### src/rtl/dual_timer_regs.svh
`ifndef DUAL_TIMER_REGS_SVH
`define DUAL_TIMER_REGS_SVH

// ****************************************
// Register indices (byte address is four times the index)
// ****************************************
`define IDX_TIMER_CONTROL      10'h088
`define IDX_TIMER_MODE_CONTROL 10'h089
`define IDX_T0_COUNT_LOW       10'h08A
`define IDX_T1_COUNT_LOW       10'h08B
`define IDX_T0_COUNT_HIGH      10'h08C
`define IDX_T1_COUNT_HIGH      10'h08D
`define IDX_T0_RELOAD_LOW      10'h092
`define IDX_T1_RELOAD_LOW      10'h093
`define IDX_T0_RELOAD_HIGH     10'h094
`define IDX_T1_RELOAD_HIGH     10'h095
`define IDX_PRESCALE           10'h096

// ****************************************
// Control register fields
// ****************************************
`define CTL_OVF1  7
`define CTL_RUN1  6
`define CTL_OVF0  5
`define CTL_RUN0  4
`define CTL_EDGE1 3
`define CTL_TYPE1 2
`define CTL_EDGE0 1
`define CTL_TYPE0 0

// ****************************************
// Mode register fields
// ****************************************
`define MOD_T1_GATE 7
`define MOD_T1_EXT  6
`define MOD_T1_HI   5
`define MOD_T1_LO   4
`define MOD_T0_GATE 3
`define MOD_T0_EXT  2
`define MOD_T0_LO   1
`define MOD_T0_HI   0

// ****************************************
// Reset values and all-ones compare constants
// ****************************************
`define RST_BYTE     8'h00
`define RST_PRESCALE 4'h0
`define BYTE_ONES    8'hFF
`define WORD_ONES    16'hFFFF

`endif

### src/rtl/dual_timer_pkg.sv
package dual_timer_pkg;

    typedef enum logic [1:0] {
        MODE_VARIABLE,
        MODE_RELOAD16,
        MODE_RELOAD8,
        MODE_SPLIT
    } mode_e;

    typedef struct packed {
        logic  gate;
        logic  count_ext;
        mode_e mode;
    } timer_cfg_s;

    typedef struct packed {
        logic level;
        logic fall;
    } pin_sample_s;

endpackage

### src/rtl/dual_timer.sv
`timescale 1ns/1ps
`include "dual_timer_regs.svh"
module dual_timer
    import dual_timer_pkg::*;
(
    input  wire logic        pclk,
    input  wire logic        presetn,
    input  wire logic        psel,
    input  wire logic        penable,
    input  wire logic        pwrite,
    input  wire logic [11:0] paddr,
    input  wire logic [31:0] pwdata,
    output logic      [31:0] prdata,
    output logic             pready,
    output logic             pslverr,
    input  wire logic        count_pin_zero,
    input  wire logic        count_pin_one,
    input  wire logic        ext_gate_pin_zero,
    input  wire logic        ext_gate_pin_one,
    input  wire logic        timer_zero_vector_ack,
    input  wire logic        timer_one_vector_ack,
    input  wire logic        ext_irq_zero_ack,
    input  wire logic        ext_irq_one_ack,
    output logic             timer_zero_overflow_flag,
    output logic             timer_one_overflow_flag,
    output logic             ext_irq_zero_edge_flag,
    output logic             ext_irq_one_edge_flag,
    output logic             timer_one_baud_pulse
);
    // ****************************************
    // State
    // ****************************************
    logic [7:0]  timer_control;
    logic [7:0]  timer_mode_control;
    logic [7:0]  timer_zero_count_low;
    logic [7:0]  timer_zero_count_high;
    logic [7:0]  timer_one_count_low;
    logic [7:0]  timer_one_count_high;
    logic [7:0]  timer_zero_reload_low;
    logic [7:0]  timer_zero_reload_high;
    logic [7:0]  timer_one_reload_low;
    logic [7:0]  timer_one_reload_high;
    logic [3:0]  shared_timer_prescale;
    logic [7:0]  next_control;
    logic [7:0]  next_mode;
    logic [7:0]  next_t0_low;
    logic [7:0]  next_t0_high;
    logic [7:0]  next_t1_low;
    logic [7:0]  next_t1_high;
    logic [7:0]  next_r0_low;
    logic [7:0]  next_r0_high;
    logic [7:0]  next_r1_low;
    logic [7:0]  next_r1_high;
    logic [3:0]  next_prescale;
    logic [31:0] next_prdata;
    logic        next_pready;
    logic        next_pslverr;
    logic        next_baud;

    timer_cfg_s  cfg0;
    timer_cfg_s  cfg1;
    pin_sample_s cnt0_s;
    pin_sample_s cnt1_s;
    pin_sample_s xpin0_s;
    pin_sample_s xpin1_s;
    logic        tick;
    logic        run0;
    logic        run1;
    logic        inc0;
    logic        inc1;
    logic        inc_split_high;
    logic        ov0;
    logic        ov1;
    logic        ov_split_high;
    logic [9:0]  idx;
    logic        hit;
    logic [7:0]  rd_byte;
    logic        wr_en;

    // ****************************************
    // Pin sampling and prescaler
    // ****************************************
    sample_fall_detect u_cnt0 (.clk(pclk), .rst_n(presetn), .pin(count_pin_zero),
                               .smp(cnt0_s));
    sample_fall_detect u_cnt1 (.clk(pclk), .rst_n(presetn), .pin(count_pin_one),
                               .smp(cnt1_s));
    sample_fall_detect u_xpin0 (.clk(pclk), .rst_n(presetn), .pin(ext_gate_pin_zero),
                                .smp(xpin0_s));
    sample_fall_detect u_xpin1 (.clk(pclk), .rst_n(presetn), .pin(ext_gate_pin_one),
                                .smp(xpin1_s));
    prescale_tick u_tick (.clk(pclk), .rst_n(presetn), .prescale(shared_timer_prescale),
                          .tick(tick));

    // ****************************************
    // Mode decode and count enables
    // ****************************************
    assign cfg0.gate      = timer_mode_control[`MOD_T0_GATE];
    assign cfg0.count_ext = timer_mode_control[`MOD_T0_EXT];
    assign cfg0.mode      = mode_e'({timer_mode_control[`MOD_T0_HI],
                                     timer_mode_control[`MOD_T0_LO]});
    assign cfg1.gate      = timer_mode_control[`MOD_T1_GATE];
    assign cfg1.count_ext = timer_mode_control[`MOD_T1_EXT];
    assign cfg1.mode      = mode_e'({timer_mode_control[`MOD_T1_HI],
                                     timer_mode_control[`MOD_T1_LO]});

    assign run0 = timer_control[`CTL_RUN0] & (~cfg0.gate | xpin0_s.level);
    assign run1 = timer_control[`CTL_RUN1] & (~cfg1.gate | xpin1_s.level)
                  & (cfg1.mode != MODE_SPLIT);
    assign inc0 = run0 & (cfg0.count_ext ? cnt0_s.fall : tick);
    assign inc1 = run1 & (cfg1.count_ext ? cnt1_s.fall : tick);
    assign inc_split_high = (cfg0.mode == MODE_SPLIT) & timer_control[`CTL_RUN1] & tick;

    // ****************************************
    // APB decode
    // ****************************************
    assign idx   = paddr[11:2];
    assign wr_en = psel & penable & pready & pwrite & hit;

    always_comb begin
        hit     = (paddr[1:0] == 2'b00);
        rd_byte = `RST_BYTE;
        unique case (idx)
            `IDX_TIMER_CONTROL:      rd_byte = timer_control;
            `IDX_TIMER_MODE_CONTROL: rd_byte = timer_mode_control;
            `IDX_T0_COUNT_LOW:       rd_byte = timer_zero_count_low;
            `IDX_T1_COUNT_LOW:       rd_byte = timer_one_count_low;
            `IDX_T0_COUNT_HIGH:      rd_byte = timer_zero_count_high;
            `IDX_T1_COUNT_HIGH:      rd_byte = timer_one_count_high;
            `IDX_T0_RELOAD_LOW:      rd_byte = timer_zero_reload_low;
            `IDX_T1_RELOAD_LOW:      rd_byte = timer_one_reload_low;
            `IDX_T0_RELOAD_HIGH:     rd_byte = timer_zero_reload_high;
            `IDX_T1_RELOAD_HIGH:     rd_byte = timer_one_reload_high;
            `IDX_PRESCALE:           rd_byte = {4'h0, shared_timer_prescale};
            default:                 hit = 1'b0;
        endcase
    end

    always_comb begin
        next_pready  = psel & ~penable;
        next_pslverr = psel & ~penable & ~hit;
        next_prdata  = (psel & ~penable & ~pwrite & hit) ? {24'h000000, rd_byte} : 32'h00000000;
    end

    // ****************************************
    // Counters
    // ****************************************
    always_comb begin
        next_t0_low   = timer_zero_count_low;
        next_t0_high  = timer_zero_count_high;
        next_t1_low   = timer_one_count_low;
        next_t1_high  = timer_one_count_high;
        ov0           = 1'b0;
        ov1           = 1'b0;
        ov_split_high = 1'b0;
        unique case (cfg0.mode)
            MODE_VARIABLE: begin
            end
            MODE_RELOAD16: begin
                if (inc0) begin
                    if ({timer_zero_count_high, timer_zero_count_low} == `WORD_ONES) begin
                        next_t0_high = timer_zero_reload_high;
                        next_t0_low  = timer_zero_reload_low;
                        ov0          = 1'b1;
                    end else begin
                        {next_t0_high, next_t0_low} =
                            {timer_zero_count_high, timer_zero_count_low} + 16'h0001;
                    end
                end
            end
            MODE_RELOAD8: begin
                if (inc0) begin
                    if (timer_zero_count_low == `BYTE_ONES) begin
                        next_t0_low = timer_zero_count_high;
                        ov0         = 1'b1;
                    end else begin
                        next_t0_low = timer_zero_count_low + 8'h01;
                    end
                end
            end
            MODE_SPLIT: begin
                if (inc0) begin
                    next_t0_low = timer_zero_count_low + 8'h01;
                    ov0         = (timer_zero_count_low == `BYTE_ONES);
                end
                if (inc_split_high) begin
                    next_t0_high  = timer_zero_count_high + 8'h01;
                    ov_split_high = (timer_zero_count_high == `BYTE_ONES);
                end
            end
        endcase
        unique case (cfg1.mode)
            MODE_VARIABLE, MODE_SPLIT: begin
            end
            MODE_RELOAD16: begin
                if (inc1) begin
                    if ({timer_one_count_high, timer_one_count_low} == `WORD_ONES) begin
                        next_t1_high = timer_one_reload_high;
                        next_t1_low  = timer_one_reload_low;
                        ov1          = 1'b1;
                    end else begin
                        {next_t1_high, next_t1_low} =
                            {timer_one_count_high, timer_one_count_low} + 16'h0001;
                    end
                end
            end
            MODE_RELOAD8: begin
                if (inc1) begin
                    if (timer_one_count_low == `BYTE_ONES) begin
                        next_t1_low = timer_one_count_high;
                        ov1         = 1'b1;
                    end else begin
                        next_t1_low = timer_one_count_low + 8'h01;
                    end
                end
            end
        endcase
        // Software write wins over counting in the same cycle
        if (wr_en) begin
            if (idx == `IDX_T0_COUNT_LOW) next_t0_low = pwdata[7:0];
            if (idx == `IDX_T0_COUNT_HIGH) next_t0_high = pwdata[7:0];
            if (idx == `IDX_T1_COUNT_LOW) next_t1_low = pwdata[7:0];
            if (idx == `IDX_T1_COUNT_HIGH) next_t1_high = pwdata[7:0];
        end
        next_baud = ov1;
    end

    // ****************************************
    // Software-only registers
    // ****************************************
    always_comb begin
        next_mode     = timer_mode_control;
        next_r0_low   = timer_zero_reload_low;
        next_r0_high  = timer_zero_reload_high;
        next_r1_low   = timer_one_reload_low;
        next_r1_high  = timer_one_reload_high;
        next_prescale = shared_timer_prescale;
        if (wr_en) begin
            if (idx == `IDX_TIMER_MODE_CONTROL) next_mode = pwdata[7:0];
            if (idx == `IDX_T0_RELOAD_LOW) next_r0_low = pwdata[7:0];
            if (idx == `IDX_T0_RELOAD_HIGH) next_r0_high = pwdata[7:0];
            if (idx == `IDX_T1_RELOAD_LOW) next_r1_low = pwdata[7:0];
            if (idx == `IDX_T1_RELOAD_HIGH) next_r1_high = pwdata[7:0];
            if (idx == `IDX_PRESCALE) next_prescale = pwdata[3:0];
        end
    end

    // ****************************************
    // Control flags: write, then clear, then set
    // ****************************************
    always_comb begin
        next_control = timer_control;
        if (wr_en && idx == `IDX_TIMER_CONTROL) next_control = pwdata[7:0];
        if (timer_zero_vector_ack) next_control[`CTL_OVF0] = 1'b0;
        if (timer_one_vector_ack) next_control[`CTL_OVF1] = 1'b0;
        if (ext_irq_zero_ack) next_control[`CTL_EDGE0] = 1'b0;
        if (ext_irq_one_ack) next_control[`CTL_EDGE1] = 1'b0;
        if (ov0) next_control[`CTL_OVF0] = 1'b1;
        if ((ov1 && cfg0.mode != MODE_SPLIT) || ov_split_high) begin
            next_control[`CTL_OVF1] = 1'b1;
        end
        if (timer_control[`CTL_TYPE0]) begin
            if (xpin0_s.fall) next_control[`CTL_EDGE0] = 1'b1;
        end else begin
            next_control[`CTL_EDGE0] = ~xpin0_s.level;
        end
        if (timer_control[`CTL_TYPE1]) begin
            if (xpin1_s.fall) next_control[`CTL_EDGE1] = 1'b1;
        end else begin
            next_control[`CTL_EDGE1] = ~xpin1_s.level;
        end
    end

    always_ff @(posedge pclk or negedge presetn) begin
        if (!presetn) begin
            timer_control          <= `RST_BYTE;
            timer_mode_control     <= `RST_BYTE;
            timer_zero_count_low   <= `RST_BYTE;
            timer_zero_count_high  <= `RST_BYTE;
            timer_one_count_low    <= `RST_BYTE;
            timer_one_count_high   <= `RST_BYTE;
            timer_zero_reload_low  <= `RST_BYTE;
            timer_zero_reload_high <= `RST_BYTE;
            timer_one_reload_low   <= `RST_BYTE;
            timer_one_reload_high  <= `RST_BYTE;
            shared_timer_prescale  <= `RST_PRESCALE;
            prdata                 <= 32'h00000000;
            pready                 <= 1'b0;
            pslverr                <= 1'b0;
            timer_one_baud_pulse   <= 1'b0;
        end else begin
            timer_control          <= next_control;
            timer_mode_control     <= next_mode;
            timer_zero_count_low   <= next_t0_low;
            timer_zero_count_high  <= next_t0_high;
            timer_one_count_low    <= next_t1_low;
            timer_one_count_high   <= next_t1_high;
            timer_zero_reload_low  <= next_r0_low;
            timer_zero_reload_high <= next_r0_high;
            timer_one_reload_low   <= next_r1_low;
            timer_one_reload_high  <= next_r1_high;
            shared_timer_prescale  <= next_prescale;
            prdata                 <= next_prdata;
            pready                 <= next_pready;
            pslverr                <= next_pslverr;
            timer_one_baud_pulse   <= next_baud;
        end
    end

    assign timer_zero_overflow_flag = timer_control[`CTL_OVF0];
    assign timer_one_overflow_flag  = timer_control[`CTL_OVF1];
    assign ext_irq_zero_edge_flag   = timer_control[`CTL_EDGE0];
    assign ext_irq_one_edge_flag    = timer_control[`CTL_EDGE1];
endmodule // dual_timer

### src/rtl/sample_fall_detect.sv
`timescale 1ns/1ps
module sample_fall_detect
    import dual_timer_pkg::*;
(
    input  wire logic  clk,
    input  wire logic  rst_n,
    input  wire logic  pin,
    output pin_sample_s smp
);
    logic now_q;
    logic prev_q;
    logic next_now;
    logic next_prev;

    always_comb begin
        next_now  = pin;
        next_prev = now_q;
    end

    always_ff @(posedge clk or negedge rst_n) begin
        if (!rst_n) begin
            now_q  <= 1'b0;
            prev_q <= 1'b0;
        end else begin
            now_q  <= next_now;
            prev_q <= next_prev;
        end
    end

    // High sample followed by low sample
    assign smp.level = now_q;
    assign smp.fall  = prev_q & ~now_q;
endmodule // sample_fall_detect

### src/rtl/prescale_tick.sv
`timescale 1ns/1ps
module prescale_tick (
    input  wire logic       clk,
    input  wire logic       rst_n,
    input  wire logic [3:0] prescale,
    output logic            tick
);
    logic [3:0] cnt;
    logic [3:0] next_cnt;

    // One tick every prescale+1 cycles
    always_comb begin
        next_cnt = (cnt >= prescale) ? 4'h0 : cnt + 4'h1;
    end

    always_ff @(posedge clk or negedge rst_n) begin
        if (!rst_n) begin
            cnt <= 4'h0;
        end else begin
            cnt <= next_cnt;
        end
    end

    assign tick = (cnt >= prescale);
endmodule // prescale_tick

### config.mk
export PLATFORM = sky130hd
export DESIGN_NAME = dual_timer
export DESIGN_NICKNAME = d
export VERILOG_FILES = /design/src/rtl/dual_timer_pkg.sv /design/src/rtl/dual_timer.sv /design/src/rtl/sample_fall_detect.sv /design/src/rtl/prescale_tick.sv
export VERILOG_INCLUDE_DIRS = /design/src /design/src/rtl
export SDC_FILE = /design/constraint.sdc
export NUM_CORES = 1
export LEC_CHECK = 0
export BUFFER_PORTS_ARGS = -buffer_cell sky130_fd_sc_hd__buf_4
export CORE_AREA = 2 2 159 83
export DETAILED_ROUTE_END_ITERATION = 8
export DIE_AREA = 0 0 161 85
export GPL_TIMING_DRIVEN = 0
export HOLD_SLACK_MARGIN = 0.08
export PLACE_DENSITY = 0.8
export SYNTH_ARGS = -nofsm -noshare
export SYNTH_HDL_FRONTEND = slang
export SYNTH_SLANG_ARGS = --single-unit
### constraint.sdc
create_clock -name pclk -period 2.4 [get_ports pclk]
set_input_delay 0.36 -clock pclk [delete_from_list [all_inputs] [get_ports pclk]]
set_output_delay 0.36 -clock pclk [all_outputs]
set_load 0.01 [all_outputs]
## Yosys cells after proc, flatten, opt, wreduce, memory -nomap -nowiden

Index checks and enable logic that the tools add are counted.

- $add $sub $neg: 6
- Multipliers: 0
- Div/mod/pow operators: 0
- $lt $le $gt $ge: 1
- Equal/unequal tests: 25
- Shift operators: 0
- Multiplexer cells: 56
- Bitwise operators: 30
- Reduce and logical (&&, ||, !) cells: 13

Operators with widths:

| kind | count |
|---|---|
| $mux W8 | 25 |
| $eq A10 B8 Y1 const B | 11 |
| $pmux W8 S11 | 1 |
| $add A16 B1 Y16 const B | 2 |
| $eq A16 B16 Y1 const B | 2 |
| $pmux W8 S2 | 2 |
| $add A8 B1 Y8 const B | 3 |
| $eq A8 B8 Y1 const B | 3 |
| $mux W1 | 24 |
| $pmux W8 S3 | 1 |
| $and A1 B1 Y1 | 19 |
| $reduce_and A2 Y1 | 6 |
| $reduce_or A11 Y1 | 1 |
| $not A1 Y1 | 9 |
| $ne A4 B2 Y1 const B | 2 |
| $eq A2 B2 Y1 const B | 3 |
| $reduce_bool A3 Y1 | 2 |
| $add A4 B1 Y4 const B | 1 |
| $eq A2 B1 Y1 const B | 2 |
| $ge A4 B4 Y1 | 1 |
| $mux W4 | 1 |
| $ne A2 B2 Y1 const B | 2 |
| $pmux W1 S3 | 1 |
| $logic_and A1 B1 Y1 | 2 |
| other kinds (4) | 5 |

- Flip-flop bits (word level): 107
- Latch bits: 0
- Bits in writable memories: 0
- Memory bits (read-only): 0
- Output and inout bits: 39
- Memories kept: 0

## Longest topological paths before layout

- Depth in word-level cells: 10
- Gate-level depth with buffers: 9
- Gate-level depth less buffers: 8

## Cells and area by module

Synthesis repeated with hierarchy kept, for this count alone.

- Cell total of the unflattened synthesis: 781
- Area, all modules: 7273.2 µm²

By module, submodules not included:

| module | instances | cells an instance | area an instance (µm²) |
|---|---|---|---|
| dual_timer | 1 | 738 | 6703.9 |
| sample_fall_detect | 4 | 4 | 71.3 |
| prescale_tick | 1 | 27 | 284.0 |

## Worst setup path after synthesis

Ideal clock, no wire load.

- Kind: reg2reg
- From: register u_tick.cnt[2]
- To: register timer_one_count_high[2]
- Arrival time: 1939 ps
- Data required time: 2268 ps
- Path slack: 329 ps
- Stages on the path, launching flop included: 8
- Buffers on the path: 1
- Cell sequence: dfrtp_1 > ha_1 > o211ai_1 > o211a_1 > or3_1 > buf_2 > a2111oi_0 > o31ai_1

- Longest elaborated chain between the ends: 7

RTL lines:

| item | RTL line | RTL |
|---|---|---|
| from (decl) | prescale_tick.sv:8 | `logic [3:0] cnt;` |
| from (signal assigned) | prescale_tick.sv:20 | `cnt <= next_cnt;` |
| $ge A4 B4 Y1 (*) | prescale_tick.sv:24 | `assign tick = (cnt >= prescale);` |
| $mux W1 (*) | dual_timer.sv:110 | `assign inc1 = run1 & (cfg1.count_ext ? cnt1_s.fall : tick);` |
| $and A1 B1 Y1 (*) | dual_timer.sv:110 |  |
| $mux W8 (*) | dual_timer.sv:195 | `if (inc1) begin` |
| $mux W8 (*) | dual_timer.sv:191 | `unique case (cfg1.mode)` |
| $mux W8 | dual_timer.sv:222 | `` if (idx == `IDX_T1_COUNT_HIGH) next_t1_high = pwdata[7:0]; `` |
| $mux W8 (*) | dual_timer.sv:218 | `if (wr_en) begin` |
| via next_t1_high[2] | dual_timer.sv:49 | `logic [7:0] next_t1_high;` |
| to (signal assigned) | dual_timer.sv:280 | `` timer_one_count_high <= `RST_BYTE; `` |
| to (signal assigned) | dual_timer.sv:296 | `timer_one_count_high <= next_t1_high;` |
| to (decl) | dual_timer.sv:38 | `logic [7:0] timer_one_count_high;` |

Mark *: on every way through the listed nets, which the timed path passes. The rest lies on a longest branch.
A chain may end at the register's enable or synchronous reset.

## Final worst setup path

- From: register pready
- To: register timer_one_reload_low[7]

- Longest elaborated chain between the ends: 4

RTL lines:

| item | RTL line | RTL |
|---|---|---|
| from (decl) | dual_timer.sv:14 | `output logic pready,` |
| from (signal assigned) | dual_timer.sv:303 | `pready <= next_pready;` |
| $and A1 B1 Y1 (3 in series) | dual_timer.sv:117 | `assign wr_en = psel & penable & pready & pwrite & hit;` |
| $reduce_and A2 Y1 (no source line) | -- |  |
| to (signal assigned) | dual_timer.sv:283 | `` timer_one_reload_low <= `RST_BYTE; `` |
| to (signal assigned) | dual_timer.sv:299 | `timer_one_reload_low <= next_r1_low;` |
| to (decl) | dual_timer.sv:41 | `logic [7:0] timer_one_reload_low;` |

No other way between the ends.

==> impl_metrics.csv <==
group,metric,value,unit
critical_path,r2r-start,"pready$_DFF_PN0_",
critical_path,r2r_cells,7,
place,io_buffers,42,
route,drc,2,
route,top_layer,"met4",
synthesis,ys_seq_area_share,37.69,%
route,wl_met2,10020,µm
hold_path,hp-class,"in -> reg",
grt,grt_max_degree,108,
critical_path,worstSetupPathType,"reg -> reg",
grt,grt_antenna_before_repair,0,
hold_path,min-delay-start,"count_pin_one",
critical_path,critPathLaunch,"pready$_DFF_PN0_",
route,met1_length,11590,µm
sta,report.final.slew_viol_count,0,
hold_path,min_to,"u_cnt1.next_prev$_DFF_PN0_",
critical_path,required,2.65,ns
sta,slew_headroom,35.01,%
status,violations,"design-rule violations, negative setup slack",
route,initialDrtViolationCount,1352,
cts,cts_buffers,9,
route,met3_length,5049,µm
power,power_density,457.1,nW/µm²
layout,n_antenna_cell,0,
grt,first_global_vias,6514,
die,die_w,161,µm
critical_path,worst-endpoint-arrival,2.69,ns
die,io_pins,96,
synthesis,synthXorXnorAreaFrac,0.9863,%
critical_path,r2r_slack,-0.04,ns
synthesis,yosys_register_bits,107,
synthesis,synth_top_family_by_area,"compound AO/OA/AOI/OAI gates",
grt,grt_overflow,0,
layout,area_delta_synth_final,20.57,%
place,gp_congestion,1.096,
route,wl_per_cell,25.51,µm
sta,fin_crit,2.438,ns
cts,tritoncts,"done",
cts,cts.clk_slew.worst_paths,0.08,ns
cts,h-tree-depth,3,
layout,drive_above_1_share,28.43,%
sta,grt_setup_unrepaired,"true",
critical_path,end_kind,"flop",
cts,clk_latency,0.37,ns
sta,setup_viol,10,
grt,groute.usage.overall,39.41,%
power,report.power.total,3915,µW
route,dr.pass1.iters,9,
route,wl,27220,µm
die,rows,29,
sta,tightest_slew,0.9749,ns
sta,fmax,410.1,MHz
hold_path,hold_depth,1,
place,hpwl,19650,µm
sta,setup_ws,-0.03828,ns
die,start_util,57.59,%
synthesis,yosys.area_share.adder,1.937,%
grt,grt_pass1_wl,39880,µm
synthesis,synth_flop_cell,"dfrtp_1",
critical_path,crit_path_max_fanout,10,
sta,fin_crit_sh,101.6,%
flow_run,cap_violations,0,
die,die_y,85,µm
layout,n_fill_cell,991,
layout,nNetsFinal,960,
synthesis,synth.area.mux_share,12.24,%
power,power.leakage,0.003718,µW
place,preCtsSetupSlack,-0.4131,ns
synthesis,syn_avg_cell_area,8.981,µm²
sta,clock_skew,0.01162,ns
synthesis,synth_edf_count,0,
cts,cts.path.max_buffers,2,
critical_path,cp-start-kind,"flop",
critical_path,worstReg2RegEnd,"timer_one_reload_low[7]$_DFFE_PN0P_",
synthesis,yosys_warnings,0,
layout,fin_util,69.43,%
power,max-vdd-ir-drop,0.3784,mV
synthesis,syn_area,7104,µm²
synthesis,synthSimpleGateAreaFrac,18.86,%
cts,cts_num_sinks,107,
route,ant_nets,0,
synthesis,postSynthCellCount,791,
synthesis,synth_compound_area_share,20.45,%
route,vias_per_cell,6.825,
die,die-area,13690,µm²
sta,hold_viol_final,0,
cts,root_buffer,"clkbuf_16",
status,status,"complete, but fails checks",
synthesis,synthArstFlopShare,100.0,%
die,core,12340,µm²
synthesis,synth.distinct_cells,75,
route,vias,7282,
[metrics by stage]
stage / area [µm²] / hold WS (ns) / instances / setup TNS (ns)
after floorplan: 7191 / 0.06441 / 814 / 0
after global placement: 7719 / 0.3540 / 1026 / -6.624
after detailed placement: 7719 / 0.3646 / 1026 / -7.019
after CTS: 8170 / 0.09534 / 1053 / -0.09772
after global routing: 8566 / 0.08627 / 1067 / -0.5536
final: 8566 / 0.09451 / 1067 / -0.2092
[cells in the mapped netlist, drive strengths merged (4+ instances only)]
cell	instances	area (µm²)
nand3	32	165.2
nor2	46	177.7
o221ai	4	35.03
dfrtp	107	2678
o22ai	16	100.1
nor2b	10	62.56
nand2	73	276.5
a32oi	6	52.55
nand2b	5	31.28
xor2	6	52.55
nor3	28	160.2
o21ai	55	279.0
o211ai	5	37.54
a211oi	6	50.05
nand4	11	115.1
clkbuf	30	116.4
or3	4	25.02
o21a	4	30.03
and2	4	25.02
buf	53	331.6
a22oi	11	82.58
a311oi	5	43.79
ha	11	137.6
mux2	47	529.3
a21oi	43	215.2
nor4	10	107.6
inv	28	105.1
mux2i	34	340.3
a22o	6	52.55
o31ai	9	67.56
a31oi	18	112.6
o32ai	5	43.79
and3	20	125.1
[per-layer routing]
layer | vias to the layer above | track usage (%)
met3 | 83 | 20.72
met2 | 651 | 48.38
met1 | 3460 | 59.80
met4 | 0 | 7.062
li1 | 3088 | -
met5 | - | 4.196
[cells in the final DEF (no fill, tap or decap), types with 5 or more instances in the layout]
cell | synthesis | layout
dfrtp_1 | 107 | 100
buf_4 | 28 | 93
nand2_1 | 72 | 70
mux2_2 | 47 | 47
o21ai_0 | 50 | 46
a21oi_1 | 43 | 42
nor2_1 | 44 | 40
mux2i_1 | 34 | 34
nand3_1 | 31 | 28
inv_1 | 28 | 26
conb_1 | 1 | 24
clkbuf_1 | 27 | 23
buf_2 | 22 | 21
and3_1 | 20 | 19
a31oi_1 | 18 | 18
nor3_1 | 24 | 18
o22ai_1 | 16 | 16
a22oi_1 | 11 | 11
nor2b_1 | 10 | 10
o31ai_1 | 9 | 9
clkbuf_16 | 0 | 9
o21ai_1 | 4 | 7
dfrtp_2 | 0 | 7
xor2_1 | 6 | 6
a32oi_1 | 6 | 6
a22o_1 | 6 | 6
ha_1 | 11 | 6
nor3_2 | 4 | 5
nand4_1 | 5 | 5
nand2b_1 | 5 | 5
o211ai_1 | 5 | 5
a311oi_1 | 5 | 5
nor3_4 | 0 | 5
nor4_1 | 7 | 5
[area by class of cell]
type | instances | area [µm²] | area share, %
buffer | 79 | 436.7 | 5.098
timing repair buffer | 70 | 576.8 | 6.734
inverter | 28 | 105.1 | 1.227
sequential | 107 | 2686 | 31.36
clock buffer | 11 | 242.7 | 2.834
multi-input combinational | 597 | 4260 | 49.74
clock inverter | 5 | 45.04 | 0.5259
tap | 170 | 212.7 | 2.483
[state kept, by name, indices dropped and copies added (netlist names), 4 cells and up]
signal and cells:
prdata 8, shared_timer_prescale 4, timer_control 8, timer_mode_control 8, timer_one_count_high 8, timer_one_count_low 8
timer_one_reload_high 8, timer_one_reload_low 8, timer_zero_count_high 8, timer_zero_count_low 8, timer_zero_reload_high 8, timer_zero_reload_low 8
u_tick.cnt 4
[cells by family (layout without fill, tap and decap cells)]
kind of cell,after synthesis,in the layout
and+or+nand+nor,252,253
AOI/OAI and AO/OA,220,220
buffers and inverters,111,193
DFF,107,107
muxes,81,81
adders and majority gates,11,11
xor gates and xnor gates,8,8
other,1,24
[repair_timing]
item / 4_1_cts / 5_1_grt
resized for setup: 20 / 56
hold endpoints to repair: 0 / 6
endpoints found under the setup margin: 30 / 55
gates cloned: 0 / 1
pin swaps: 8 / 11
hold buffers: 0 / 1
buffers inserted: 12 / 14
[critical path, stage by stage, from the launching register on]
cell and delay [ns]:
dfrtp_1 0.35, nand4_1 0.20, nor3_1 0.35, buf_2 0.35, nand2_1 0.28, nor3_4 0.30, buf_12 0.16, mux2_2 0.34
[power by group]
group	leakage, µW	switching (µW)	total (µW)	internal (µW)
Clock	0.000138	745	1490	750
Combinational	0.00224	309	522	213
Sequential	0.00134	48.3	1900	1850
Total	0.00372	1100	3920	2810
[worst max path at each step]
| stage | endpoint | cells past startpoint |
|---|---|---|
| after CTS | timer_zero_count_low[3]$_DFF_PN0_ | 6 |
| after global routing | timer_zero_count_low[5]$_DFF_PN0_ | 10 |
| after global placement | timer_zero_count_low[3]$_DFF_PN0_ | 9 |
| after detailed placement | timer_zero_count_low[3]$_DFF_PN0_ | 9 |
| final | timer_one_reload_low[7]$_DFFE_PN0P_ | 7 |
| after floorplan | timer_one_count_high[2]$_DFF_PN0_ | 7 |
Note: power is estimated with default switching activity, not from simulation.
